<file path="src/design/charger_regs_pkg.sv">
/*
 * Shared definitions for the termination/boost register bank: offsets,
 * field positions, reset values, fault codes and timing constants.
 * Assumes a 40 MHz core clock.
 */
package charger_regs_pkg;

    // Register offsets on the serial control interface
    localparam logic [7:0] term_recharge_config_addr = 8'h07;
    localparam logic [7:0] maker_identifier_addr = 8'h08;
    localparam logic [7:0] boost_fault_status_addr = 8'h09;
    localparam logic [7:0] boost_driver_config_addr = 8'h0a;

    // Reset values
    localparam logic [7:0] term_recharge_config_rst = 8'h11;
    localparam logic [7:0] boost_fault_status_rst = 8'h00;
    localparam logic [7:0] boost_driver_config_rst = 8'h00;

    // Writable bit masks; unused bits stay zero
    localparam logic [7:0] term_recharge_config_mask = 8'hfb;
    localparam logic [7:0] boost_driver_config_mask = 8'hfb;

    // Field positions, termination/recharge register
    localparam int term_window_len_pos = 7;
    localparam int term_hit_count_pos = 5;
    localparam int term_deglitch_pos = 3;
    localparam int recharge_offset_pos = 0;

    // Field positions, boost driver register
    localparam int switch_freq_shift_pos = 7;
    localparam int driver_slew_pos = 5;
    localparam int fixed_deadtime_pos = 4;
    localparam int forced_modulation_pos = 3;
    localparam int otg_voltage_pos = 0;

    // Boost fault codes
    localparam logic [2:0] fault_normal = 3'h0;
    localparam logic [2:0] fault_input_ovp = 3'h1;
    localparam logic [2:0] fault_overload = 3'h2;
    localparam logic [2:0] fault_batt_low = 3'h3;
    localparam logic [2:0] fault_thermal = 3'h5;

    // Termination timing
    localparam longint clk_hz = 40000000;
    localparam longint deglitch_base_ms = 8;
    localparam longint deglitch_base_cycles = (deglitch_base_ms * clk_hz) / 1000;
    localparam int window_short_periods = 8;
    localparam int window_long_periods = 16;

    // Bus request and fault status samples
    typedef struct packed {
        logic wr;
        logic rd;
        logic [7:0] addr;
        logic [7:0] wdata;
    } reg_req_s;

    typedef struct packed {
        logic [2:0] code;
        logic valid;
    } fault_in_s;

endpackage

</file>
<file path="src/design/term_counter.sv">
/*
 * Termination qualifier: counts deglitched periods with charge current
 * below threshold inside a window of periods.
 * Assumes below_term is already synchronised to clk.
 */
module term_counter #(
    parameter longint base_cycles = charger_regs_pkg::deglitch_base_cycles
) (
    // Clock and reset
    input wire logic clk,
    input wire logic rst,
    // Configuration
    input wire logic enable,
    input wire logic window_long,
    input wire logic [1:0] hit_sel,
    input wire logic [1:0] deglitch_sel,
    input wire logic below_term,
    // Result
    output logic done
);

    typedef struct packed {
        logic [31:0] timer;
        logic [4:0] period;
        logic [3:0] hits;
        logic period_ok;
        logic done;
    } cnt_state_s;

    cnt_state_s state;
    cnt_state_s next_state;
    logic [31:0] period_len;
    logic [4:0] window_len;
    logic [3:0] hit_need;

    always_comb begin
        period_len = 32'(base_cycles << deglitch_sel);
        window_len = window_long ? 5'(charger_regs_pkg::window_short_periods * 2)
                                 : 5'(charger_regs_pkg::window_short_periods);
        hit_need = 4'(1) << hit_sel;
        next_state = state;
        if (!enable) begin
            // Period qualifier armed, so the first period after enable can count
            next_state = '0;
            next_state.period_ok = 1'b1;
        end else if (!state.done) begin
            next_state.period_ok = state.period_ok & below_term;
            if (state.timer >= period_len - 32'd1) begin
                next_state.timer = '0;
                next_state.period_ok = 1'b1;
                if (state.period_ok && below_term) begin
                    next_state.hits = state.hits + 4'd1;
                    if (state.hits + 4'd1 >= hit_need) begin
                        next_state.done = 1'b1;
                    end
                end
                if (state.period + 5'd1 >= window_len && !next_state.done) begin
                    next_state.period = '0;
                    next_state.hits = '0;
                end else begin
                    next_state.period = state.period + 5'd1;
                end
            end else begin
                next_state.timer = state.timer + 32'd1;
            end
        end
    end

    always_ff @(posedge clk) begin
        if (rst) begin
            state <= '{timer: '0, period: '0, hits: '0, period_ok: 1'b1, done: 1'b0};
        end else begin
            state <= next_state;
        end
    end

    assign done = state.done;
endmodule // term_counter

</file>
<file path="src/design/charger_term_boost_regs.sv">
/*
 * Register bank for charge termination, recharge offset, boost fault
 * reporting and buck/boost driver options, with termination qualifier.
 * Assumes the serial interface decoder delivers single-cycle read/write
 * strobes on clk, and fault/current-sense inputs come from analog pins.
 */
// Summary of operation
// - Window length bit selects 8 periods when clear, 16 when set.
// - Hit count field needs 1, 2, 4 or 8 low-current periods.
// - Deglitch field gives 8, 16, 32 or 64 ms per period.
// - Recharge offset field gives 50, 100, 150 or 200 mV below regulation.
// - Termination/recharge register resets to 0x11.
// - Read-only boost fault field reports normal, OVP, overload, low battery, thermal.
// - Frequency shift bit picks 1.5 MHz clear, 1.7 MHz set.
// - Driver slew field picks default, slow, slower, slowest driver.
// - Dead-time bit picks multi-stage driver clear, fixed dead-time set.
// - Forced modulation bit forces continuous PWM in boost mode.
// - Boost output field picks 5.05, 5.15, 5.25 or 5.35 V.
module charger_term_boost_regs #(
    parameter logic [7:0] maker_id = 8'h5a, // Arbitrary value
    parameter longint deglitch_cycles = charger_regs_pkg::deglitch_base_cycles
) (
    // Clock and reset
    input wire logic clk,
    input wire logic rst,
    // Register access from the serial interface
    input wire charger_regs_pkg::reg_req_s req,
    output logic [7:0] rdata,
    output logic rvalid,
    // Analog status in
    input wire charger_regs_pkg::fault_in_s fault_in,
    input wire logic below_term_pin,
    input wire logic term_enable,
    // Configuration out
    output logic term_done,
    output logic [1:0] recharge_offset,
    output logic switch_freq_shift,
    output logic [1:0] driver_slew_sel,
    output logic fixed_deadtime_sel,
    output logic forced_modulation,
    output logic [1:0] otg_output_voltage
);

    typedef struct packed {
        logic [7:0] term_cfg;
        logic [7:0] drv_cfg;
        logic [2:0] fault;
        logic [2:0] below_sync;
        logic below;
        logic [7:0] rdata;
        logic rvalid;
        logic term_done;
    } bank_state_s;

    bank_state_s state;
    bank_state_s next_state;
    logic cnt_done;

    // Decode shared by read mux
    function automatic logic [7:0] read_reg(input logic [7:0] addr, input bank_state_s s);
        case (addr)
            charger_regs_pkg::term_recharge_config_addr: read_reg = s.term_cfg;
            charger_regs_pkg::maker_identifier_addr: read_reg = maker_id;
            charger_regs_pkg::boost_fault_status_addr: read_reg = {5'h00, s.fault};
            charger_regs_pkg::boost_driver_config_addr: read_reg = s.drv_cfg;
            default: read_reg = 8'h00;
        endcase
    endfunction

    function automatic logic [2:0] fault_filter(input logic [2:0] code);
        case (code)
            charger_regs_pkg::fault_input_ovp,
            charger_regs_pkg::fault_overload,
            charger_regs_pkg::fault_batt_low,
            charger_regs_pkg::fault_thermal: fault_filter = code;
            default: fault_filter = charger_regs_pkg::fault_normal;
        endcase
    endfunction

    always_comb begin
        next_state = state;
        // Three-stage synchroniser; change taken when stages two and three agree
        next_state.below_sync = {state.below_sync[1:0], below_term_pin};
        if (state.below_sync[2] == state.below_sync[1]) begin
            next_state.below = state.below_sync[2];
        end
        // Fault source is analog status already qualified by its valid
        if (fault_in.valid) begin
            next_state.fault = fault_filter(fault_in.code);
        end
        if (req.wr) begin
            if (req.addr == charger_regs_pkg::term_recharge_config_addr) begin
                next_state.term_cfg = req.wdata & charger_regs_pkg::term_recharge_config_mask;
            end
            if (req.addr == charger_regs_pkg::boost_driver_config_addr) begin
                next_state.drv_cfg = req.wdata & charger_regs_pkg::boost_driver_config_mask;
            end
        end
        next_state.rvalid = req.rd;
        if (req.rd) begin
            next_state.rdata = read_reg(req.addr, state);
        end
        next_state.term_done = cnt_done;
    end

    always_ff @(posedge clk) begin
        if (rst) begin
            state <= '0;
            state.term_cfg <= charger_regs_pkg::term_recharge_config_rst;
            state.drv_cfg <= charger_regs_pkg::boost_driver_config_rst;
            state.fault <= charger_regs_pkg::boost_fault_status_rst[2:0];
        end else begin
            state <= next_state;
        end
    end

    term_counter #(
        .base_cycles(deglitch_cycles)
    ) u_term_counter (
        .clk(clk),
        .rst(rst),
        .enable(term_enable),
        .window_long(state.term_cfg[charger_regs_pkg::term_window_len_pos]),
        .hit_sel(state.term_cfg[charger_regs_pkg::term_hit_count_pos +: 2]),
        .deglitch_sel(state.term_cfg[charger_regs_pkg::term_deglitch_pos +: 2]),
        .below_term(state.below),
        .done(cnt_done)
    );

    assign rdata = state.rdata;
    assign rvalid = state.rvalid;
    assign term_done = state.term_done;
    assign recharge_offset = state.term_cfg[charger_regs_pkg::recharge_offset_pos +: 2];
    assign switch_freq_shift = state.drv_cfg[charger_regs_pkg::switch_freq_shift_pos];
    assign driver_slew_sel = state.drv_cfg[charger_regs_pkg::driver_slew_pos +: 2];
    assign fixed_deadtime_sel = state.drv_cfg[charger_regs_pkg::fixed_deadtime_pos];
    assign forced_modulation = state.drv_cfg[charger_regs_pkg::forced_modulation_pos];
    assign otg_output_voltage = state.drv_cfg[charger_regs_pkg::otg_voltage_pos +: 2];
endmodule // charger_term_boost_regs

</file>
<file path="config.mk">
export PLATFORM = sky130hd
export DESIGN_NAME = charger_term_boost_regs
export DESIGN_NICKNAME = d
export VERILOG_FILES = /design/src/design/charger_regs_pkg.sv /design/src/design/term_counter.sv /design/src/design/charger_term_boost_regs.sv
export SDC_FILE = /design/constraint.sdc
export NUM_CORES = 1
export LEC_CHECK = 0
export ABC_AREA = 0
export BUFFER_PORTS_ARGS = -buffer_cell sky130_fd_sc_hd__buf_2
export CAP_MARGIN = 20
export CORE_ASPECT_RATIO = 1.1
export CORE_MARGIN = 2
export CORE_UTILIZATION = 53
export CTS_CLUSTER_SIZE = 10
export DETAILED_ROUTE_END_ITERATION = 10
export PLACE_DENSITY = 0.76
export SKIP_CTS_REPAIR_TIMING = 1
export SLEW_MARGIN = 20
export SYNTH_ARGS = -nofsm -noshare
export SYNTH_HDL_FRONTEND = slang
export SYNTH_HIERARCHICAL = 1
export SYNTH_SLANG_ARGS = --single-unit
</file>
<file path="constraint.sdc">
create_clock -name clk -period 2.7 [get_ports clk]
set_input_delay 0.675 -clock clk [delete_from_list [all_inputs] [get_ports clk]]
set_output_delay 0.675 -clock clk [all_outputs]
set_load 0.03 [all_outputs]
</file>
==> results.py <==
metrics = {
    "worst_setup_path": {
        "category_of_the_most_critical_setup_path": "flop to flop",
        "cp-end-kind": "flop",
        "worstSetupStartpointType": "flop",
        "worstPathArrival_ns": 3.00,
        "worst_ep_required_time_ns": 2.97,
        "maximum_fanout_encountered_on_the_critical_timing_path": 5,
    },
    "floorplanning": {
        "floorplan.die.height_um": 95.9,
        "coreArea_mm2": 0.00743,
        "fp.dieArea_mm2": 0.00840,
        "die_w_um": 87.6,
        "start_util": 0.548,
        "num_rows": 33,
        "io-pin-count": 45,
    },
    "outcome": {
        "status": "complete, but fails checks",
        "failed_checks": "setup timing",
    },
    "yosys": {
        "synth_enable_flop_cells": 0,
        "synth.top_cells.by_area": "sky130_fd_sc_hd__dfxtp_1 36%, sky130_fd_sc_hd__ha_1 10%, sky130_fd_sc_hd__nor2_1 4.6%, sky130_fd_sc_hd__xor2_1 4.3%, sky130_fd_sc_hd__nand2_1 4.1%",
        "dominantRegCellSynth": "sky130_fd_sc_hd__dfxtp_1",
        "synthDistinctLibCells": 58,
        "leading_cell_types_by_count_after_synthesis": "74 x sky130_fd_sc_hd__dfxtp_1, 50 x sky130_fd_sc_hd__nor2_1, 44 x sky130_fd_sc_hd__nand2_1, 33 x sky130_fd_sc_hd__ha_1, 27 x sky130_fd_sc_hd__nand3_1",
        "yosysWarningCount": 6,
        "synthMostInstantiatedCell": "sky130_fd_sc_hd__dfxtp_1",
        "synthesis.area_mm2": 0.00407,
        "synthCells": 463,
        "share_of_the_yosys_chip_area_belonging_to_registers": 0.364,
        "mean_syn_cell_area_um2": 8.79,
        "synth_top_area_frac": 0.364,
        "post-synth-top-area-cell": "sky130_fd_sc_hd__dfxtp_1",
        "ff_latch_count_synth": 74,
        "postSynth.asyncResetShare": 0,
    },
    "timing": {
        "timing.slew.headroom": 0.489,
        "fin_worst_hold_slack_ns": 0.446,
        "grt_setup_unrepaired": "true",
        "worst_slew_pin_slew_ns": 0.747,
        "fin_skew_ns": 0.00847,
        "final.period_utilization": 1.01,
        "timing.setup.tns_ns": -0.0303,
        "setup-violations-final": 1,
        "timing_max_transition_violations_final": 0,
        "final.min_clock_period_ns": 2.73,
        "fmaxAchievable_ghz": 0.366,
        "setup_slack_ns": -0.0303,
        "final_hold_viol_count": 0,
    },
    "power": {
        "power.sequential.fraction": 0.559,
        "vdd_ir_drop_max_v": 0.000253,
        "power.static_leakage_uw": 0.00201,
        "pwr-share-clk": 0.397,
        "power.density_cell_area_mw_per_mm2": 416,
        "power.combinational.fraction": 0.044,
        "power_switching_share": 0.243,
        "cell_internal_power_uw": 1490,
        "power_uw": 1970,
        "switching_power_uw": 478,
    },
    "global_routing": {
        "number_of_antenna_violations_at_the_first_check_in_global_routing": 0,
        "maximum_number_of_pins_on_one_net_before_global_route_repair": 28,
        "grt_first_pass_wirelength_um": 13900,
        "first_global_vias": 3122,
        "grt_overflow_total": 0,
        "grt_use_total": 0.206,
    },
    "detailed_routing": {
        "dr.first_iter.drc_count": 135,
        "drc_errors": 0,
        "drt.antenna.violating_nets": 0,
        "routed-via-count": 3391,
        "routedWlPerCell_um": 13.6,
        "drt-vias-per-instance": 5.59,
        "wirelength_um": 8230,
        "drt_first_pass_iters": 4,
    },
    "cts": {
        "ctsLongestPathBuffers": 2,
        "cts.reportedPaths.clkPinSlew_ns": 0.08,
        "numCtsBuffers": 9,
        "cts_root_buffer": "sky130_fd_sc_hd__clkbuf_8",
        "cts_tree": "done",
        "cts_htree_levels": 3,
        "clock-sinks": 74,
        "clk_latency_ns": 0.35,
    },
    "hold_path": {
        "min_path_type": "flop to flop",
    },
    "place": {
        "port_buffer_count": 43,
        "numPlacedInstances": 588,
        "rd_place_congestion": 0.788,
        "detailed_place_hpwl_um": 6000,
        "placedInstanceArea_mm2": 0.00440,
    },
    "cells_and_area": {
        "stdcell_area_mm2": 0.00473,
        "final_net_count": 574,
        "final-seq-area_mm2": 0.00149,
        "n_antenna_cell": 0,
        "filler_cell_count": 601,
        "flow.area_growth_from_synthesis_pct": 16.3,
        "multi_input_area_mm2": 0.00245,
        "layout_cell_share_with_drive_strength_beyond_1": 0.223,
        "instances_no_fill": 607,
    },
    "flow_run": {
        "max_cap_viol_count": 0,
    },
}
## metrics by stage
stage	setup slack [ns]	utilization
5_1_grt	-0.126	0.637
4_1_cts	-0.131	0.616
6_report	-0.0303	0.637
3_5_place_dp	-0.101	0.592
2_1_floorplan	0.0853	-
3_3_place_gp	-0.0649	0.592
## final timing paths
kind | from | endpoint | slack (ns) | cells after the start
max | state[29]$_SDFFE_PP1P_ | u_term_counter/state[4]$_SDFFE_PP0P_ | -0.03 | 10
min | next_state[12]$_SDFF_PP0_ | next_state[13]$_SDFF_PP0_ | 0.45 | 1
max reg2reg | state[29]$_SDFFE_PP1P_ | u_term_counter/state[4]$_SDFFE_PP0P_ | -0.03 | 10
min reg2reg | next_state[12]$_SDFF_PP0_ | next_state[13]$_SDFF_PP0_ | 0.45 | 1
## critical path, stage by stage, from the launching register on
cell and delay, ns:
sky130_fd_sc_hd__dfxtp_4 0.39, sky130_fd_sc_hd__ha_4 0.15, sky130_fd_sc_hd__inv_4 0.04, sky130_fd_sc_hd__ha_4 0.25, sky130_fd_sc_hd__or4bb_4 0.54, sky130_fd_sc_hd__nor4_4 0.17, sky130_fd_sc_hd__o211a_1 0.27, sky130_fd_sc_hd__buf_6 0.12
sky130_fd_sc_hd__o31ai_2 0.06, sky130_fd_sc_hd__or4b_1 0.53, sky130_fd_sc_hd__a21oi_2 0.13
## cells in the final DEF (no fill, tap or decap), types with 9 or more instances in the layout
cell type / Yosys / layout
sky130_fd_sc_hd__buf_2: 3 / 43
sky130_fd_sc_hd__nand2b_1: 15 / 15
sky130_fd_sc_hd__a22o_1: 11 / 11
sky130_fd_sc_hd__dfxtp_1: 74 / 71
sky130_fd_sc_hd__clkbuf_8: 0 / 10
sky130_fd_sc_hd__mux2i_1: 11 / 11
sky130_fd_sc_hd__nand3_1: 27 / 26
sky130_fd_sc_hd__xnor2_1: 12 / 11
sky130_fd_sc_hd__a21oi_1: 19 / 18
sky130_fd_sc_hd__xor2_1: 20 / 20
sky130_fd_sc_hd__inv_1: 14 / 11
sky130_fd_sc_hd__nand2_1: 44 / 44
sky130_fd_sc_hd__buf_4: 18 / 25
sky130_fd_sc_hd__nor2b_1: 9 / 9
sky130_fd_sc_hd__nor2_1: 50 / 49
sky130_fd_sc_hd__ha_1: 33 / 26
sky130_fd_sc_hd__and3_1: 9 / 9
## per-layer routing
layer	track usage	wire length, µm
met1	0.262	3680
met2	0.352	4190
met3	0.0412	272
met4	0.0641	89
met5	0	0
## sequential cells by signal, indices dropped and copies added, names as in the netlist
register              cells
u_term_counter/state     42
driver_slew_sel           2
rdata                     8
rvalid                    1
recharge_offset           2
term_done                 1
u_term_counter/done       1
fixed_deadtime_sel        1
otg_output_voltage        2
forced_modulation         1
switch_freq_shift         1
state                    10
next_state                2
## power groups by stage
stage | combinational [µW] | sequential, µW | clock (µW)
after floorplan | 45.8 | 1130 | 0
after global placement | 84.0 | 1130 | 0
after detailed placement | 85.3 | 1130 | 0
after CTS | 85.5 | 1100 | 806
after global routing | 97.0 | 1100 | 861
final | 86.5 | 1100 | 781
## cells by family (layout without fill, tap and decap cells)
logic type	after synthesis	after routing	synth area share
AO/OA/AOI/OAI	67	67	0.117
XOR/XNOR	32	32	0.0689
adder cells (fa/ha/maj)	33	33	0.101
buffers and inverters	47	101	0.0627
flip-flops	74	74	0.364
multiplexers	11	11	0.0271
other	1	4	0.000921
AND/OR/NAND/NOR	198	198	0.258
## layout make-up
class	instances	area share
multi-input combinational	345	0.519
sequential	74	0.315
timing repair buffer	71	0.0941
clock buffer	10	0.0291
tap	87	0.0230
inverter	14	0.0116
clock inverter	6	0.00872
No activity file was read; power rests on OpenSTA's default activity.
